===== config.mk =====
export PLATFORM = sky130hd
export DESIGN_NAME = blsl_top
export DESIGN_NICKNAME = d
export VERILOG_FILES = /design/src/inc/blsl_pkg.sv /design/src/core/blsl_vote.sv /design/src/core/blsl_top.sv
export VERILOG_INCLUDE_DIRS = /design/src /design/src/inc
export SDC_FILE = /design/constraint.sdc
export NUM_CORES = 1
export LEC_CHECK = 0
export ABC_AREA = 1
export BUFFER_PORTS_ARGS = -buffer_cell sky130_fd_sc_hd__buf_4
export CELL_PAD_IN_SITES_DETAIL_PLACEMENT = 1
export CELL_PAD_IN_SITES_GLOBAL_PLACEMENT = 1
export CORE_ASPECT_RATIO = 2
export CORE_MARGIN = 5
export CORE_UTILIZATION = 40
export DETAILED_ROUTE_END_ITERATION = 10
export GPL_TIMING_DRIVEN = 0
export HOLD_SLACK_MARGIN = 0.05
export PLACE_DENSITY_LB_ADDON = 0.1
export SETUP_SLACK_MARGIN = 0.02
export SLEW_MARGIN = 30
export SYNTH_ARGS = -nofsm -noshare
export SYNTH_HDL_FRONTEND = slang
export SYNTH_SLANG_ARGS = --single-unit

===== constraint.sdc =====
create_clock -name i_mclk -period 5.1 [get_ports i_mclk]
set_clock_uncertainty 0.05 [all_clocks]
set_input_delay 1.02 -clock i_mclk [delete_from_list [all_inputs] [get_ports i_mclk]]
set_output_delay 1.02 -clock i_mclk [all_outputs]
set_load 0.02 [all_outputs]

===== src/inc/blsl_params.svh =====
// Purpose: constants of the burner load and safety-loop input block
// Assumes: 100 MHz clock, second-resolution timers
// Notes: register byte addresses are word aligned
//
// Overview of operation
// - Each load input acts only on a 2-of-3 majority of samples.
// - Active heat request starts the burner sequence.
// - Heat request removed: burner shuts down, then goes to standby.
// - On heat removal actuator runs toward low-fire for shutdown running time.
// - Actuator stops at time expiry or low-fire, whichever first; then shutdown.
// - Shutdown running time zero: shut down leaving actuator where it was.
// - Postpurge after shutdown as set by postpurge time and multiplier.
// - CLOSED input is used only in operating phase, ignored elsewhere.
// - CLOSED active in operation drives actuator toward low-fire.
// - OPEN input is used only in operating phase, ignored elsewhere.
// - OPEN drives toward high-fire; neither active holds position.
// - Open safety loop removes power from valves, fan and igniter at once.
// - All safety contacts form one safety-loop status signal.
// - Safety loop open with heat request: lockout with error code 22.
// - Safety-loop supply on only with heat request, off in lockout.
// - Intermittent mode forces controlled shutdown after 24 h operation.
// - Actuator held at high-fire during prepurge; no drive when the actuator enable bit is cleared.
// - Combustion-control mode 1 has no function and forces lockout.
`ifndef BLSL_PARAMS_SVH
`define BLSL_PARAMS_SVH

`define BLSL_CLK_PERIOD_NS 10
`define BLSL_MS_NS 1000000
`define BLSL_MS_PER_S 1000
`define BLSL_SAMPLE_MS 150
`define BLSL_RUN_LIMIT_H 24
`define BLSL_S_PER_H 3600
`define BLSL_STAB_S 3

`define BLSL_ERR_NONE 8'h00
`define BLSL_ERR_LOOP 8'h16
`define BLSL_ERR_MODE 8'h3c
`define BLSL_MODE_NOFUNC 2'h1

`define BLSL_A_CTRL 4'h0
`define BLSL_A_TIMES 4'h4
`define BLSL_A_STATUS 4'h8
`define BLSL_A_RUNTIME 4'hc

`define BLSL_CTRL_INTERMIT 0
`define BLSL_CTRL_ACT_EN 1
`define BLSL_CTRL_MODE_LO 2
`define BLSL_CTRL_MODE_HI 3
`define BLSL_TM_SHUT_LO 0
`define BLSL_TM_SHUT_HI 7
`define BLSL_TM_PRE_LO 8
`define BLSL_TM_PRE_HI 15
`define BLSL_TM_PREM_LO 16
`define BLSL_TM_PREM_HI 19
`define BLSL_TM_POST_LO 20
`define BLSL_TM_POST_HI 27
`define BLSL_TM_POSTM_LO 28
`define BLSL_TM_POSTM_HI 31

`define BLSL_RST_INTERMIT 1'h0
`define BLSL_RST_ACT_EN 1'h1
`define BLSL_RST_MODE 2'h0
`define BLSL_RST_SHUT_S 8'h0a
`define BLSL_RST_PRE_S 8'h14
`define BLSL_RST_PRE_M 4'h1
`define BLSL_RST_POST_S 8'h0f
`define BLSL_RST_POST_M 4'h1

`endif


===== src/inc/blsl_pkg.sv =====
// Purpose: types of the burner load and safety-loop input block
// Assumes: nothing beyond the constants header
// Notes: all module state is held in the packed structs below
package blsl_pkg;

    typedef enum logic [2:0] {
        PH_STANDBY,
        PH_PREPURGE,
        PH_IGNITE,
        PH_OPERATE,
        PH_SHUT_RUN,
        PH_POSTPURGE,
        PH_LOCKOUT
    } blsl_phase_t;

    typedef struct packed {
        logic sy1;
        logic sy2;
        logic [2:0] hist;
        logic level;
    } blsl_vote_state_t;

    typedef struct packed {
        logic [3:0] sy1;
        logic [3:0] sy2;
        logic [16:0] ms_div;
        logic [9:0] ms_in_sec;
        logic [7:0] ms_in_sample;
        logic sample;
        blsl_phase_t phase;
        logic [16:0] phase_secs;
        logic [16:0] run_secs;
        logic [7:0] err;
        logic intermit_en;
        logic act_en;
        logic [1:0] comb_mode;
        logic [7:0] shut_s;
        logic [7:0] pre_s;
        logic [3:0] pre_m;
        logic [7:0] post_s;
        logic [3:0] post_m;
        logic fuel;
        logic fan;
        logic ign;
        logic to_low;
        logic to_high;
        logic supply;
        logic [31:0] rdata;
    } blsl_state_t;

endpackage : blsl_pkg


===== src/core/blsl_vote.sv =====
// Purpose: synchronise one load-controller pin and vote 2 of 3 samples
// Assumes: i_sample is a one-cycle strobe every sampling period
// Notes: level changes only after two agreeing samples
`timescale 1ns/1ps
module blsl_vote
    import blsl_pkg::*;
(
    // Clock and reset
    input wire logic i_mclk,
    input wire logic i_resetn,
    input wire logic i_ce,
    // Sampling
    input wire logic i_pin,
    input wire logic i_sample,
    // Result
    output logic o_level
);

    blsl_vote_state_t r;
    blsl_vote_state_t next_r;

    always_comb begin
        next_r = r;
        next_r.sy1 = i_pin;
        next_r.sy2 = r.sy1;
        if (i_sample) begin
            next_r.hist = {r.hist[1:0], r.sy2};
            // Majority of the newest three samples
            next_r.level = (r.hist[0] & r.hist[1]) | (r.hist[0] & r.sy2) | (r.hist[1] & r.sy2);
        end
    end

    always_ff @(posedge i_mclk or negedge i_resetn) begin
        if (!i_resetn) begin
            r <= '0;
        end else if (i_ce) begin
            r <= next_r;
        end
    end

    assign o_level = r.level;

endmodule : blsl_vote


===== src/core/blsl_top.sv =====
// Purpose: heat request, load controller and safety loop evaluation
// Assumes: pins are asynchronous; bus and lockout clear are on i_mclk
// Notes: phase timers count whole seconds from a 1 ms prescaler
//
// The register offsets and the strobed register port were chosen for this implementation.
`timescale 1ns/1ps
`include "blsl_params.svh"
module blsl_top
    import blsl_pkg::*;
#(
    parameter int MS_CYCLES = `BLSL_MS_NS / `BLSL_CLK_PERIOD_NS
)
(
    // Clock, reset and enable
    input wire logic i_mclk,
    input wire logic i_resetn,
    input wire logic i_ce,
    // Register port
    input wire logic [3:0] i_addr,
    input wire logic [31:0] i_wdata,
    input wire logic i_wr,
    input wire logic i_rd,
    output logic [31:0] o_rdata,
    // Terminal inputs
    input wire logic i_heat_request,
    input wire logic i_load_closed,
    input wire logic i_load_open,
    input wire logic i_safety_loop,
    // Actuator end switches
    input wire logic i_act_at_low_fire,
    input wire logic i_act_at_high_fire,
    // External lockout clear
    input wire logic i_lockout_clear,
    // Burner outputs
    output logic o_fuel_valve,
    output logic o_fan,
    output logic o_ignition,
    output logic o_act_to_low,
    output logic o_act_to_high,
    output logic o_safety_loop_supply,
    // Status
    output logic o_safety_loop_status,
    output logic o_lockout,
    output logic [7:0] o_err_code,
    output blsl_phase_t o_phase
);

    localparam logic [16:0] MS_LAST = 17'(MS_CYCLES - 1);
    localparam logic [9:0] SEC_LAST = 10'(`BLSL_MS_PER_S - 1);
    localparam logic [7:0] SAMPLE_LAST = 8'(`BLSL_SAMPLE_MS - 1);
    localparam logic [16:0] RUN_LIMIT_S = 17'(`BLSL_RUN_LIMIT_H * `BLSL_S_PER_H);
    localparam logic [16:0] STAB_S = 17'(`BLSL_STAB_S);

    blsl_state_t r;
    blsl_state_t next_r;

    logic closed_v;
    logic open_v;

    // Purge length in seconds; multiplier 0 counts as 1
    function automatic logic [16:0] blsl_purge_secs(input logic [7:0] secs, input logic [3:0] mult);
        logic [3:0] m;
        m = (mult == 4'h0) ? 4'h1 : mult;
        // Widen first so a long purge times multiplier cannot wrap
        blsl_purge_secs = 17'(secs) * 17'(m);
    endfunction : blsl_purge_secs

    blsl_vote u_vote_closed (
        .i_mclk(i_mclk),
        .i_resetn(i_resetn),
        .i_ce(i_ce),
        .i_pin(i_load_closed),
        .i_sample(r.sample),
        .o_level(closed_v)
    );

    blsl_vote u_vote_open (
        .i_mclk(i_mclk),
        .i_resetn(i_resetn),
        .i_ce(i_ce),
        .i_pin(i_load_open),
        .i_sample(r.sample),
        .o_level(open_v)
    );

    always_comb begin
        logic heat;
        logic safe;
        logic at_low;
        logic ms_tick;
        logic sec_tick;
        blsl_phase_t next_phase;
        logic operating;
        logic burning;

        next_r = r;
        heat = r.sy2[0];
        safe = r.sy2[1];
        at_low = r.sy2[2];
        next_phase = r.phase;

        // Pins pass two flops before use
        next_r.sy1 = {i_act_at_high_fire, i_act_at_low_fire, i_safety_loop, i_heat_request};
        next_r.sy2 = r.sy1;

        // Millisecond, second and sampling strobes
        ms_tick = (r.ms_div == MS_LAST);
        sec_tick = ms_tick && (r.ms_in_sec == SEC_LAST);
        next_r.ms_div = ms_tick ? 17'h00000 : r.ms_div + 17'h00001;
        next_r.sample = 1'b0;
        if (ms_tick) begin
            next_r.ms_in_sec = (r.ms_in_sec == SEC_LAST) ? 10'h000 : r.ms_in_sec + 10'h001;
            if (r.ms_in_sample == SAMPLE_LAST) begin
                next_r.ms_in_sample = 8'h00;
                next_r.sample = 1'b1;
            end else begin
                next_r.ms_in_sample = r.ms_in_sample + 8'h01;
            end
        end
        if (sec_tick) begin
            next_r.phase_secs = r.phase_secs + 17'h00001;
        end

        // Continuous operation time
        if (r.phase != PH_OPERATE) begin
            next_r.run_secs = 17'h00000;
        end else if (sec_tick) begin
            next_r.run_secs = r.run_secs + 17'h00001;
        end

        case (r.phase)
            PH_STANDBY: begin
                if (heat && safe) begin
                    next_phase = PH_PREPURGE;
                end
            end
            PH_PREPURGE: begin
                if (!heat) begin
                    next_phase = PH_STANDBY;
                end else if (r.phase_secs >= blsl_purge_secs(r.pre_s, r.pre_m)) begin
                    next_phase = PH_IGNITE;
                end
            end
            PH_IGNITE: begin
                if (!heat) begin
                    next_phase = PH_SHUT_RUN;
                end else if (r.phase_secs >= STAB_S) begin
                    next_phase = PH_OPERATE;
                end
            end
            PH_OPERATE: begin
                if (!heat) begin
                    next_phase = PH_SHUT_RUN;
                end else if (r.intermit_en && r.run_secs >= RUN_LIMIT_S) begin
                    next_phase = PH_SHUT_RUN;
                end
            end
            PH_SHUT_RUN: begin
                // Zero running time leaves the actuator where it stood
                if (r.shut_s == 8'h00) begin
                    next_phase = PH_POSTPURGE;
                end else if (at_low || !r.act_en || r.phase_secs >= {9'h000, r.shut_s}) begin
                    next_phase = PH_POSTPURGE;
                end
            end
            PH_POSTPURGE: begin
                if (r.phase_secs >= blsl_purge_secs(r.post_s, r.post_m)) begin
                    next_phase = PH_STANDBY;
                end
            end
            PH_LOCKOUT: begin
                // Only the external clear leaves lockout
                if (i_lockout_clear) begin
                    next_phase = PH_STANDBY;
                    next_r.err = `BLSL_ERR_NONE;
                end
            end
            default: begin
                next_phase = PH_LOCKOUT;
            end
        endcase

        // Fault checks override the sequence
        if (r.phase != PH_LOCKOUT) begin
            if (r.comb_mode == `BLSL_MODE_NOFUNC) begin
                next_phase = PH_LOCKOUT;
                next_r.err = `BLSL_ERR_MODE;
            end else if (heat && !safe) begin
                next_phase = PH_LOCKOUT;
                next_r.err = `BLSL_ERR_LOOP;
            end
        end

        if (next_phase != r.phase) begin
            next_r.phase_secs = 17'h00000;
        end
        next_r.phase = next_phase;

        // Outputs follow the next phase so they switch with it
        operating = (next_phase == PH_OPERATE);
        burning = (next_phase == PH_IGNITE) || operating || (next_phase == PH_SHUT_RUN);
        // Loop contacts cut power regardless of phase
        next_r.fuel = safe && burning;
        next_r.ign = safe && (next_phase == PH_IGNITE);
        next_r.fan = safe && (next_phase != PH_STANDBY) && (next_phase != PH_LOCKOUT);
        next_r.supply = heat && (next_phase != PH_LOCKOUT);

        // Load inputs only count in the operating phase
        next_r.to_high = 1'b0;
        next_r.to_low = 1'b0;
        if (r.act_en) begin
            if (next_phase == PH_PREPURGE) begin
                next_r.to_high = 1'b1;
            end else if (operating) begin
                next_r.to_high = open_v && !closed_v;
                next_r.to_low = closed_v && !open_v;
            end else if (next_phase == PH_SHUT_RUN) begin
                next_r.to_low = (r.shut_s != 8'h00) && !at_low;
            end
        end

        // Register writes
        if (i_wr) begin
            if (i_addr == `BLSL_A_CTRL) begin
                next_r.intermit_en = i_wdata[`BLSL_CTRL_INTERMIT];
                next_r.act_en = i_wdata[`BLSL_CTRL_ACT_EN];
                next_r.comb_mode = i_wdata[`BLSL_CTRL_MODE_HI:`BLSL_CTRL_MODE_LO];
            end else if (i_addr == `BLSL_A_TIMES) begin
                next_r.shut_s = i_wdata[`BLSL_TM_SHUT_HI:`BLSL_TM_SHUT_LO];
                next_r.pre_s = i_wdata[`BLSL_TM_PRE_HI:`BLSL_TM_PRE_LO];
                next_r.pre_m = i_wdata[`BLSL_TM_PREM_HI:`BLSL_TM_PREM_LO];
                next_r.post_s = i_wdata[`BLSL_TM_POST_HI:`BLSL_TM_POST_LO];
                next_r.post_m = i_wdata[`BLSL_TM_POSTM_HI:`BLSL_TM_POSTM_LO];
            end
        end

        // Read data stands for one cycle only
        next_r.rdata = 32'h00000000;
        if (i_rd) begin
            if (i_addr == `BLSL_A_CTRL) begin
                next_r.rdata = {28'h0000000, r.comb_mode, r.act_en, r.intermit_en};
            end else if (i_addr == `BLSL_A_TIMES) begin
                next_r.rdata = {r.post_m, r.post_s, r.pre_m, r.pre_s, r.shut_s};
            end else if (i_addr == `BLSL_A_STATUS) begin
                next_r.rdata = {16'h0000, r.err, (r.phase == PH_LOCKOUT), open_v, closed_v, heat, safe, r.phase};
            end else if (i_addr == `BLSL_A_RUNTIME) begin
                next_r.rdata = {15'h0000, r.run_secs};
            end
        end
    end

    always_ff @(posedge i_mclk or negedge i_resetn) begin
        if (!i_resetn) begin
            r <= '0;
            r.phase <= PH_STANDBY;
            r.err <= `BLSL_ERR_NONE;
            r.intermit_en <= `BLSL_RST_INTERMIT;
            r.act_en <= `BLSL_RST_ACT_EN;
            r.comb_mode <= `BLSL_RST_MODE;
            r.shut_s <= `BLSL_RST_SHUT_S;
            r.pre_s <= `BLSL_RST_PRE_S;
            r.pre_m <= `BLSL_RST_PRE_M;
            r.post_s <= `BLSL_RST_POST_S;
            r.post_m <= `BLSL_RST_POST_M;
        end else if (i_ce) begin
            r <= next_r;
        end
    end

    assign o_rdata = r.rdata;
    assign o_fuel_valve = r.fuel;
    assign o_fan = r.fan;
    assign o_ignition = r.ign;
    assign o_act_to_low = r.to_low;
    assign o_act_to_high = r.to_high;
    assign o_safety_loop_supply = r.supply;
    assign o_safety_loop_status = r.sy2[1];
    assign o_lockout = (r.phase == PH_LOCKOUT);
    assign o_err_code = r.err;
    assign o_phase = r.phase;

endmodule : blsl_top


## After elaboration in Yosys (flattened, before gate mapping)

Index checks and enable logic that the tools add are counted.
Widths: inputs -> output; s select.

- Register bits after elaboration: 171
- Input port bits: 48
- Output and inout bits: 51
- Word-level logic and storage cells: 155

- Add/subtract/negate cells: 5
- Multiply operators: 2
- Order comparisons: 5
- Equality and inequality tests: 21
- Mux-type cells: 42
- Bitwise gates (word level): 11
- Reduce and logical (&&, ||, !) cells: 36

Operators with widths:

| operator | number |
|---|---|
| $mux 17 | 7 |
| $mux 32 | 3 |
| $add 17x1->17 const B | 3 |
| $mux 8 | 6 |
| $mux 3 | 14 |
| $ge 17x12->1 | 2 |
| $mul 8x4->12 | 2 |
| $pmux 3 s7 | 1 |
| $eq 17x17->1 const B | 1 |
| $ge 17x17->1 const B | 1 |
| $ge 17x2->1 const B | 1 |
| $ge 17x8->1 | 1 |
| $eq 3x2->1 const B | 4 |
| $eq 3x3->1 const B | 4 |
| $logic_and 1x1->1 | 12 |
| $logic_not 4->1 | 3 |
| $add 10x1->10 const B | 1 |
| $eq 10x10->1 const B | 1 |
| $mux 10 | 1 |
| $add 8x1->8 const B | 1 |
| $eq 4x4->1 const B | 2 |
| $eq 8x8->1 const B | 1 |
| $logic_not 8->1 | 1 |
| $mux 4 | 2 |
| 20 further kinds | 47 |

## Logic depth before layout (Yosys ltp)

Gate-level depths: netlist of the first run.

- Word-level depth: 15
- Depth in mapped cells: 37
- Mapped depth without buffers: 36

## By module

From an unflattened synthesis of the first run, not the netlist that was laid out.

- Cells, all modules: 1463
- Area total of the unflattened synthesis: 11548.6 um^2

By module, submodules not included:

| module | instances | cells an instance | area an instance (um^2) | seq. area each (um^2) |
|---|---|---|---|---|
| blsl_top | 1 | 1415 | 11140.7 | 4042.6 |
| blsl_vote | 2 | 24 | 203.9 | 125.1 |

## Worst setup path before layout of the first run

OpenSTA, ideal clock, no wires.

- Path type: reg2reg
- Start point: register r[53] (netlist name)
- End point: register r[107] (netlist name)
- Arrival: 4.679 ns
- Required time: 4.981 ns
- Path slack: 0.302 ns
- Cell stages (with the launch flop): 34
- Path buffers: 2
- Path through: dfrtp_1 -> clkbuf_1 -> nand2_1 -> inv_1 -> fa_1 -> inv_1 -> fa_1 -> inv_1 -> ha_1 -> a21oi_1 -> nand2_1 -> a21oi_1 -> o21bai_1 -> nand2_1 -> nand2_1 -> nand2_1 -> nand2_1 -> a21o_1 -> a21oi_1 -> xor2_1 -> ha_1 -> nand2_1 -> nor4_1 -> nand2_1 -> nand3_1 -> nand2_1 -> nand2_1 -> nand3_1 -> nand2_2 -> nand2_2 -> a21oi_4 -> nor2_2 -> buf_6 -> nor2_2

- Word-level cells in the longest chain between the ends: 13
- Elaborated cells on any way between the ends: 14

RTL lines:

| item | line | RTL |
|---|---|---|
| start, declared | blsl_top.sv:54 | `blsl_state_t r;` |
| start signal, assigned | blsl_top.sv:266 | `r <= next_r;` |
| $logic_not 4->1 | blsl_top.sv:63 | `m = (mult == 4'h0) ? 4'h1 : mult;` |
| $mux 4 * | blsl_top.sv:63 |  |
| $mul 8x4->12 * | blsl_top.sv:65 | `blsl_purge_secs = 17'(secs) * 17'(m);` |
| $ge 17x12->1 * | blsl_top.sv:140 | `end else if (r.phase_secs >= blsl_purge_secs(r.pre_s, r.pre_m)) begin` |
| $mux 3 * | blsl_top.sv:140 |  |
| $mux 3 * | blsl_top.sv:138 | `if (!heat) begin` |
| $pmux 3 s7 * | blsl_top.sv:131 | `case (r.phase)` |
| $mux 3 | blsl_top.sv:188 | `end else if (heat && !safe) begin` |
| $mux 3 | blsl_top.sv:185 | `` if (r.comb_mode == `BLSL_MODE_NOFUNC) begin `` |
| $mux 3 * | blsl_top.sv:184 | `if (r.phase != PH_LOCKOUT) begin` |
| $ne 3x3->1 * | blsl_top.sv:194 | `if (next_phase != r.phase) begin` |
| $reduce_bool 2->1 (no source line) | -- |  |
| $reduce_and 2->1 (no source line) | -- |  |

Every way passes the cells marked *; elsewhere a longest branch is shown, timed or not.
A chain may end at the register's enable or synchronous reset.

## Final worst setup path of the first run

Same ends and word-level chain as after synthesis.

==> reports/results.ini, run 1 <==
[power]
totalPowerFinal_mw=5.92
ir_worst_vdd_uv=253
powerDensity_mw_per_mm2=427
p_leak_nw=7.19

[logic_synthesis]
yosysSeqAreaShare_pct=37.5
synthesis.area_mm2=0.0115
synth-async-reset-ratio_pct=100
post_synth.cell_area_avg_um2=7.85
synth.lib_cells_used.distinct=48
netlist.area_leader.share_pct=34.9
synth_enable_flop_cells=0
synth.net_count=1603
synth_area_leaders=sky130_fd_sc_hd__dfrtp_1 (35%), sky130_fd_sc_hd__nand2_1 (10%), sky130_fd_sc_hd__ha_1 (7.8%)
yosys_register_bits=171
synthCells=1460
synth_top_area_cell=sky130_fd_sc_hd__dfrtp_1
yosys_most_used_dff=sky130_fd_sc_hd__dfrtp_1
synth.yosys.warnings=0

[cells_and_area]
antenna-diode-count=0
num-nets-final=1749
post_route_cells_drive_above_1_share_pct=21.6
fin_area_mm2=0.0139
number_of_standard_cells_in_the_final_layout_excluding_fillers=1975
final.fill_count=3508
post-route-util_pct=49.0
areaGrowthSynthToFinish_pct=21.0

[run]
drv.max_cap_violation_count=0

[clocking]
post_cts_hold_buffer_count=0
clock_pin_slew_worst_setup_and_hold_paths_ps=70
clock-root-buffer=sky130_fd_sc_hd__clkbuf_16
cts.sink_count=171
cts-buffers-inserted=17
tritoncts=built
clk-insertion-delay-late_ps=460
clock_path_buffers=2
cts_htree_levels=4

[routing]
wire_per_inst_um=18.1
routed_wirelength_mm=35.8
length_of_the_first_detailed_routing_pass_in_iterations=4
route.detailed.drc=0
vias_per_cell=5.18
postRouteAntennaNets=0
violation_count_after_the_first_detailed_route_iteration=305
vias=10200

[timing]
fmaxAchievable_mhz=198
timing_worst_slew_pin_value_ps=864
timing.final.max_slew_violations=0
finalCriticalPeriod_ps=5040
report.final.hold_viol_count=0
slew_headroom_pct=42.4
unrepaired_setup_endpoints_after_global_routing=true
setup_viol=0
layout_worst_path_cycle_share_pct=98.8

[setup_path]
critical-path-slowest-cell=sky130_fd_sc_hd__fa_1
cp_slowest_stage_delay_ps=540
rr_startpoint=r[53]
timing.critical_path.from_type=register
critical_path_class=reg2reg
crit_arrival_ps=5380
critical_path.startpoint=r[53]
worst_endpoint_required_time_ps=5440
cp_max_fo=7
timing.critical_path.mode_cell=sky130_fd_sc_hd__nand2_1
nature_of_the_critical_path_endpoint=register

[outcome]
run_status=complete, no violations

[placed_design]
dp_wirelength_mm=27.7
dpl.cell_count=1915
numPortBuffers=97
place.gp.congestion=0.870
post_place_instance_area_mm2=0.0127

[die]
die_area_mm2=0.0323
ios=99
floorplan.rows=87
vertical_die_dimension_um=249
die-width_um=130
initial_utilization_pct=40.5
placeable_area_mm2=0.0283

[min_path]
min_path_type=in2async

[grt]
first_pass_grt_wire_length_mm=57.2
grt_util_all_layers_pct=22.6
grt_start_max_net_pins=79
antenna_found_initial=0
overflow=0
via_count_of_the_first_global_routing_pass=11100

-- routing by layer --
| metal | GRT usage, % | routed length, um | vias up |
|---|---|---|---|
| met5 | 0 | 0 | - |
| met4 | 9.75 | 1480 | 0 |
| met3 | 2.59 | 795 | 63 |
| met2 | 44.4 | 20700 | 137 |
| met1 | 23.1 | 12900 | 5094 |
| li1 | - | - | 4946 |
-- through the flow --
step | setup WS (ps) | hold WS [ps] | TNS [ps]
finish | 60.7 | 374 | 0
global route | -264 | 385 | -4780
CTS | -27.6 | 372 | -81.0
detailed placement | -917 | 417 | -18130
global placement | -627 | 407 | -12250
floorplan | 302 | 392 | 0
-- synth_stat cells (4+ instances only) --
library cell / instances
sky130_fd_sc_hd__nor4_1: 9
sky130_fd_sc_hd__o31ai_1: 8
sky130_fd_sc_hd__nor2_2: 16
sky130_fd_sc_hd__nand3_1: 56
sky130_fd_sc_hd__inv_2: 19
sky130_fd_sc_hd__inv_1: 232
sky130_fd_sc_hd__fa_1: 24
sky130_fd_sc_hd__a211oi_1: 8
sky130_fd_sc_hd__a32o_1: 15
sky130_fd_sc_hd__nor3_1: 34
sky130_fd_sc_hd__nor3b_1: 4
sky130_fd_sc_hd__buf_4: 43
sky130_fd_sc_hd__nor3_2: 6
sky130_fd_sc_hd__o22ai_1: 7
sky130_fd_sc_hd__o21bai_1: 4
sky130_fd_sc_hd__dfrtp_1: 160
sky130_fd_sc_hd__dfstp_2: 11
sky130_fd_sc_hd__o21ai_0: 83
sky130_fd_sc_hd__nor2_1: 124
sky130_fd_sc_hd__nand4_1: 22
sky130_fd_sc_hd__nand2_1: 315
sky130_fd_sc_hd__a221oi_1: 14
sky130_fd_sc_hd__xor2_1: 29
sky130_fd_sc_hd__a21oi_1: 57
sky130_fd_sc_hd__xnor2_1: 10
sky130_fd_sc_hd__nand2_2: 5
sky130_fd_sc_hd__ha_1: 71
sky130_fd_sc_hd__o21a_1: 5
sky130_fd_sc_hd__mux2_2: 12
sky130_fd_sc_hd__clkbuf_1: 32
-- path summary, 6_finish.rpt --
check / cells after the start / end / slack, ps
max: 32 / r[107] / 60
min reg2reg: 2 / u_vote_closed.next_r[4] / 430
max reg2reg: 32 / r[107] / 60
max in group asynchronous: 2 / r[43] / 3870
min in group i_mclk: 2 / u_vote_closed.next_r[4] / 430
min: 1 / r[90] / 370
-- cell type report --
cell class              count  area [um^2]  share of cell area [%]
plain buffers              74          479                    3.46
clock buffers              19          443                    3.19
clock inverters            13          143                    1.03
inverters                 253          950                    6.85
multi-input cells         959         6080                    43.8
flip-flops and latches    171         4300                    31.0
well taps                 356          445                    3.21
repair buffers            130         1030                    7.44
-- registers in the layout, indices dropped and copies added, names as in the netlist --
name and cells:
r 108, u_vote_open.r 3, o_phase 3, next_r 3
o_fuel_valve 1, o_act_to_low 1, o_rdata 32, o_fan 1
o_act_to_high 1, o_safety_loop_supply 1, u_vote_open.o_level 1, u_vote_closed.next_r 1
u_vote_open.next_r 1, o_safety_loop_status 1, o_ignition 1, u_vote_closed.r 3
o_err_code 8, u_vote_closed.o_level 1
-- report_power, final --
part	internal [mW]	switching, mW	leakage [nW]
logic	1.23	1.65	4.74
clock network	0.739	0.598	0.289
registers	1.52	0.183	2.16
-- repair_timing --
item / CTS / global route
resized for setup: 57 / 39
endpoints found under the setup margin: 25 / 23
pin swaps: 25 / 40
cloned: 1 / 0
buffers inserted: 25 / 5
-- worst max-delay path: cells and delay by family (launching register included) --
kind,cells,cell delay (ps)
adders and majority gates,4,1660
and+or+nand+nor,16,1460
buffers and inverters,7,670
AOI/OAI and AO/OA,4,560
DFF,1,400
xor gates and xnor gates,1,160
-- kinds of logic after synthesis --
family	count (synthesis)	share of synthesized area, %
xor gates and xnor gates	39	2.98
AOI/OAI and AO/OA	210	11.1
adders and majority gates	95	11.9
buffers and inverters	330	12.3
and+or+nand+nor	603	23.0
DFF	171	37.5
muxes	12	1.18
-- placed cells by master, fill, tap and decap left out, drive strengths merged, types with 10 or more instances in the layout --
cell type | synthesis | layout
xnor2 | 10 | 10
inv | 251 | 255
nand3 | 59 | 59
buf | 45 | 176
ha | 71 | 71
mux2 | 12 | 12
xor2 | 29 | 29
nor3 | 41 | 41
o21ai | 85 | 85
a221oi | 14 | 14
dfstp | 11 | 11
nor4 | 11 | 11
nand2 | 320 | 320
dfrtp | 160 | 160
fa | 24 | 24
a32o | 15 | 15
a21oi | 58 | 58
nor2 | 141 | 141
nand4 | 23 | 23
clkbuf | 32 | 47
Power figures use the tool's default switching activity.
==> inputs of run 2 (changes only) <==
Settings changed: ABC_AREA 1 to not set, CORE_MARGIN 5 to 1.
==> run 2 against run 1 <==
The flow now finishes with violations (negative setup slack). Largest power group unchanged. Non-clock buffer count rose by 8. Critical path type unchanged. First-iteration DRC count fell by 13%. Area after synthesis fell by 5.4%. Clock-buffer cell count rose by 1. Synthesized cell count fell by 23%. Cell area fell by 4.8%. Critical endpoint is now o_act_to_low.
==> reports/results.ini, run 2 <==
[outcome]
run_status=complete, but fails checks  ; was complete, no violations
violations=negative setup slack

[power]
relative_contribution_of_combinational_cells_to_total_power_pct=37.2  ; was 48.7%
pwr-share-seq_pct=35.6  ; was 28.7%
power_report.internal_total_mw=3.02  ; was 3.49 mW
net_switching_share_of_the_total_power_pct=36.3  ; was 41.1%
pwr-share-clk_pct=27.3  ; was 22.6%
totalPowerFinal_mw=4.74  ; was 5.92 mW
net-switching-power_mw=1.72  ; was 2.43 mW
powerDensity_mw_per_mm2=359  ; was 427 mW/mm^2
p_leak_nw=6.27  ; was 7.19 nW
ir_worst_vdd_uv=257  ; was 253 uV

[cells_and_area]
num-nets-final=1408  ; was 1749
number_of_flip_flops_in_the_largest_register=108  ; unchanged
post_route_cells_drive_above_1_share_pct=26.1  ; was 21.6%
antenna-diode-count=0  ; unchanged
final.fill_count=3039  ; was 3508
mostFrequentLayoutCells=sky130_fd_sc_hd__buf_4 (167), sky130_fd_sc_hd__dfrtp_1 (159), sky130_fd_sc_hd__nand2_1 (96)  ; was sky130_fd_sc_hd__nand2_1 (295), sky130_fd_sc_hd__inv_1 (228), sky130_fd_sc_hd__buf_4 (168)
post-route-util_pct=49.8  ; was 49.0%
areaGrowthSynthToFinish_pct=21.8  ; was 21.0%
top_register=r  ; unchanged
layout_commonest_cell=sky130_fd_sc_hd__buf_4  ; was sky130_fd_sc_hd__nand2_1
fin_area_mm2=0.0132  ; was 0.0139 mm^2

[logic_synthesis]
synth_enable_flop_cells=0  ; unchanged
synthesis.area_mm2=0.0108  ; was 0.0115 mm^2
synth-async-reset-ratio_pct=100  ; unchanged
synth_area_leaders=sky130_fd_sc_hd__dfrtp_1 (37%), sky130_fd_sc_hd__ha_1 (8.2%), sky130_fd_sc_hd__mux2_2 (4.6%)  ; was sky130_fd_sc_hd__dfrtp_1 (35%), sky130_fd_sc_hd__nand2_1 (10%), sky130_fd_sc_hd__ha_1 (7.8%)
post_synth.cell_area_avg_um2=9.69  ; was 7.85 um^2
synthMostInstantiatedCell=sky130_fd_sc_hd__dfrtp_1  ; was sky130_fd_sc_hd__nand2_1
yosys_register_bits=171  ; unchanged
yosysSeqAreaShare_pct=39.6  ; was 37.5%
synth_top_area_cell=sky130_fd_sc_hd__dfrtp_1  ; unchanged
yosys_most_used_dff=sky130_fd_sc_hd__dfrtp_1  ; unchanged
synth.lib_cells_used.distinct=73  ; was 48
netlist.area_leader.share_pct=36.9  ; was 34.9%
synth.net_count=1262  ; was 1603
synth_common_cells=sky130_fd_sc_hd__dfrtp_1 (160), sky130_fd_sc_hd__nand2_1 (96), sky130_fd_sc_hd__nor2_1 (77), sky130_fd_sc_hd__ha_1 (71), sky130_fd_sc_hd__o21ai_0 (68)  ; was sky130_fd_sc_hd__nand2_1 (315), sky130_fd_sc_hd__inv_1 (232), sky130_fd_sc_hd__dfrtp_1 (160), sky130_fd_sc_hd__nor2_1 (124), sky130_fd_sc_hd__o21ai_0 (83)
synth.yosys.warnings=0  ; unchanged
synthCells=1119  ; was 1460

[routing]
vias_per_cell=5.36  ; was 5.18
vias=8692  ; was 10200
postRouteAntennaNets=0  ; unchanged
routed_wirelength_mm=31.0  ; was 35.8 mm
violation_count_after_the_first_detailed_route_iteration=265  ; was 305
wire_per_inst_um=19.1  ; was 18.1 um
length_of_the_first_detailed_routing_pass_in_iterations=4  ; unchanged
route.detailed.drc=0  ; unchanged

[setup_path]
crit_arrival_ps=5750  ; was 5380 ps
cp_slowest_stage_delay_ps=550  ; was 540 ps
timing.critical_path.from_type=register  ; unchanged
cp_max_fo=6  ; was 7
worst_endpoint_required_time_ps=5390  ; was 5440 ps
nature_of_the_critical_path_endpoint=register  ; unchanged
critical-path-top-delay-family=adder cells  ; unchanged
buffers_and_inverters_on_the_worst_path=4  ; was 7
critical_path_class=reg2reg  ; unchanged
critical-path-slowest-cell=sky130_fd_sc_hd__fa_1  ; unchanged

[clocking]
post_cts_hold_buffer_count=0  ; unchanged
cts.sink_count=171  ; unchanged
cts-buffers-inserted=17  ; unchanged
clk-insertion-delay-late_ps=450  ; was 460 ps
clock_pin_slew_worst_setup_and_hold_paths_ps=70  ; about the same
clock-root-buffer=sky130_fd_sc_hd__clkbuf_16  ; unchanged
tritoncts=built  ; unchanged
cts_htree_levels=4  ; unchanged
clock_path_buffers=2  ; unchanged

[die]
vertical_die_dimension_um=235  ; was 249 um
die_area_mm2=0.0278  ; was 0.0323 mm^2
floorplan.rows=84  ; was 87
initial_utilization_pct=40.9  ; was 40.5%
die-width_um=118  ; was 130 um
placeable_area_mm2=0.0265  ; was 0.0283 mm^2
ios=99  ; unchanged

[grt]
first_pass_grt_wire_length_mm=50.2  ; was 57.2 mm
overflow=0  ; unchanged
grt_util_all_layers_pct=23.3  ; was 22.6%
grt_start_max_net_pins=85  ; was 79
via_count_of_the_first_global_routing_pass=9420  ; was 11100
antenna_found_initial=0  ; unchanged

[timing]
report.final.hold_viol_count=0  ; unchanged
setup_viol=24  ; was 0
fmaxAchievable_mhz=183  ; was 198 MHz
finalCriticalPeriod_ps=5470  ; was 5040 ps
slew_headroom_pct=41.1  ; was 42.4%
layout_worst_path_cycle_share_pct=107  ; was 98.8%
setup_ws_ps=-365  ; was 60.7 ps
setup_tns_ps=-7270  ; was 0 ps
unrepaired_setup_endpoints_after_global_routing=true  ; unchanged
timing.final.max_slew_violations=0  ; unchanged
timing_worst_slew_pin_value_ps=872  ; was 864 ps
final.hold.worst_slack_ps=341  ; was 374 ps

[placed_design]
numPortBuffers=97  ; unchanged
dp_wirelength_mm=23.7  ; was 27.7 mm
post_place_instance_area_mm2=0.0121  ; was 0.0127 mm^2
place.gp.congestion=0.809  ; was 0.870

[min_path]
min_path_type=in2async  ; unchanged

[run]
drv.max_cap_violation_count=0  ; unchanged

-- run 2: what timing repair did --
item / in CTS / in global routing
resized for setup: 48 / 39
setup endpoints to repair: 25 / 25
pin swaps: 48 / 39
cloned: 1 / 0
setup buffers: 21 / 8
-- run 2: power groups by stage --
stage          clock [mW]  sequential [mW]  combinational [mW]
2_1_floorplan           0             1.64                1.03
3_3_place_gp            0             1.70                1.42
3_5_place_dp            0             1.71                1.47
4_1_cts              1.33             1.69                1.66
5_1_grt              1.37             1.70                1.94
6_report             1.29             1.69                1.76
-- run 2: area by class of cell --
class / count / area, um^2 / area share [%]
well taps: 344 / 430 / 3.26
clock inverters: 11 / 110 / 0.834
plain buffers: 83 / 533 / 4.04
inverters: 64 / 240 / 1.82
repair buffers: 129 / 1030 / 7.78
flip-flops and latches: 171 / 4290 / 32.5
multi-input cells: 799 / 6110 / 46.3
clock buffers: 20 / 457 / 3.46
-- run 2: kinds of logic (layout without fill, tap and decap cells) --
logic type / count (synthesis) / count (layout) / synth area share, %
and+or+nand+nor: 369 / 369 / 17.6
buffers and inverters: 149 / 307 / 6.75
DFF: 171 / 171 / 39.6
adders and majority gates: 95 / 95 / 12.6
muxes: 48 / 48 / 4.94
AOI/OAI and AO/OA: 221 / 221 / 13.2
xor gates and xnor gates: 66 / 66 / 5.33
-- run 2: final timing paths --
path | start | to | slack [ps] | depth (start not counted)
min reg2reg | o_rdata[10] | o_rdata[10] | 440 | 1
min in group i_mclk | o_rdata[10] | o_rdata[10] | 440 | 1
min | i_resetn | r[89] | 340 | 1
max reg2reg | r[51] | o_act_to_low | -370 | 25
max | r[51] | o_act_to_low | -370 | 25
max in group asynchronous | i_resetn | r[45] | 3930 | 2
-- run 2: metrics by stage --
stage	setup slack [ps]	std cells
global placement	-808	1560
floorplan	22.1	1119
detailed placement	-893	1562
finish	-365	1621
CTS	-335	1614
global route	-526	1621
-- run 2: layer usage --
metal / part of all wire [%] / track usage, % / vias to the layer above
li1: - / - / 4114
met2: 57 / 45.4 / 142
met1: 37 / 23.7 / 4383
met3: 2.3 / 3.30 / 53
met4: 4.0 / 11.4 / 0
met5: 0 / 0 / -
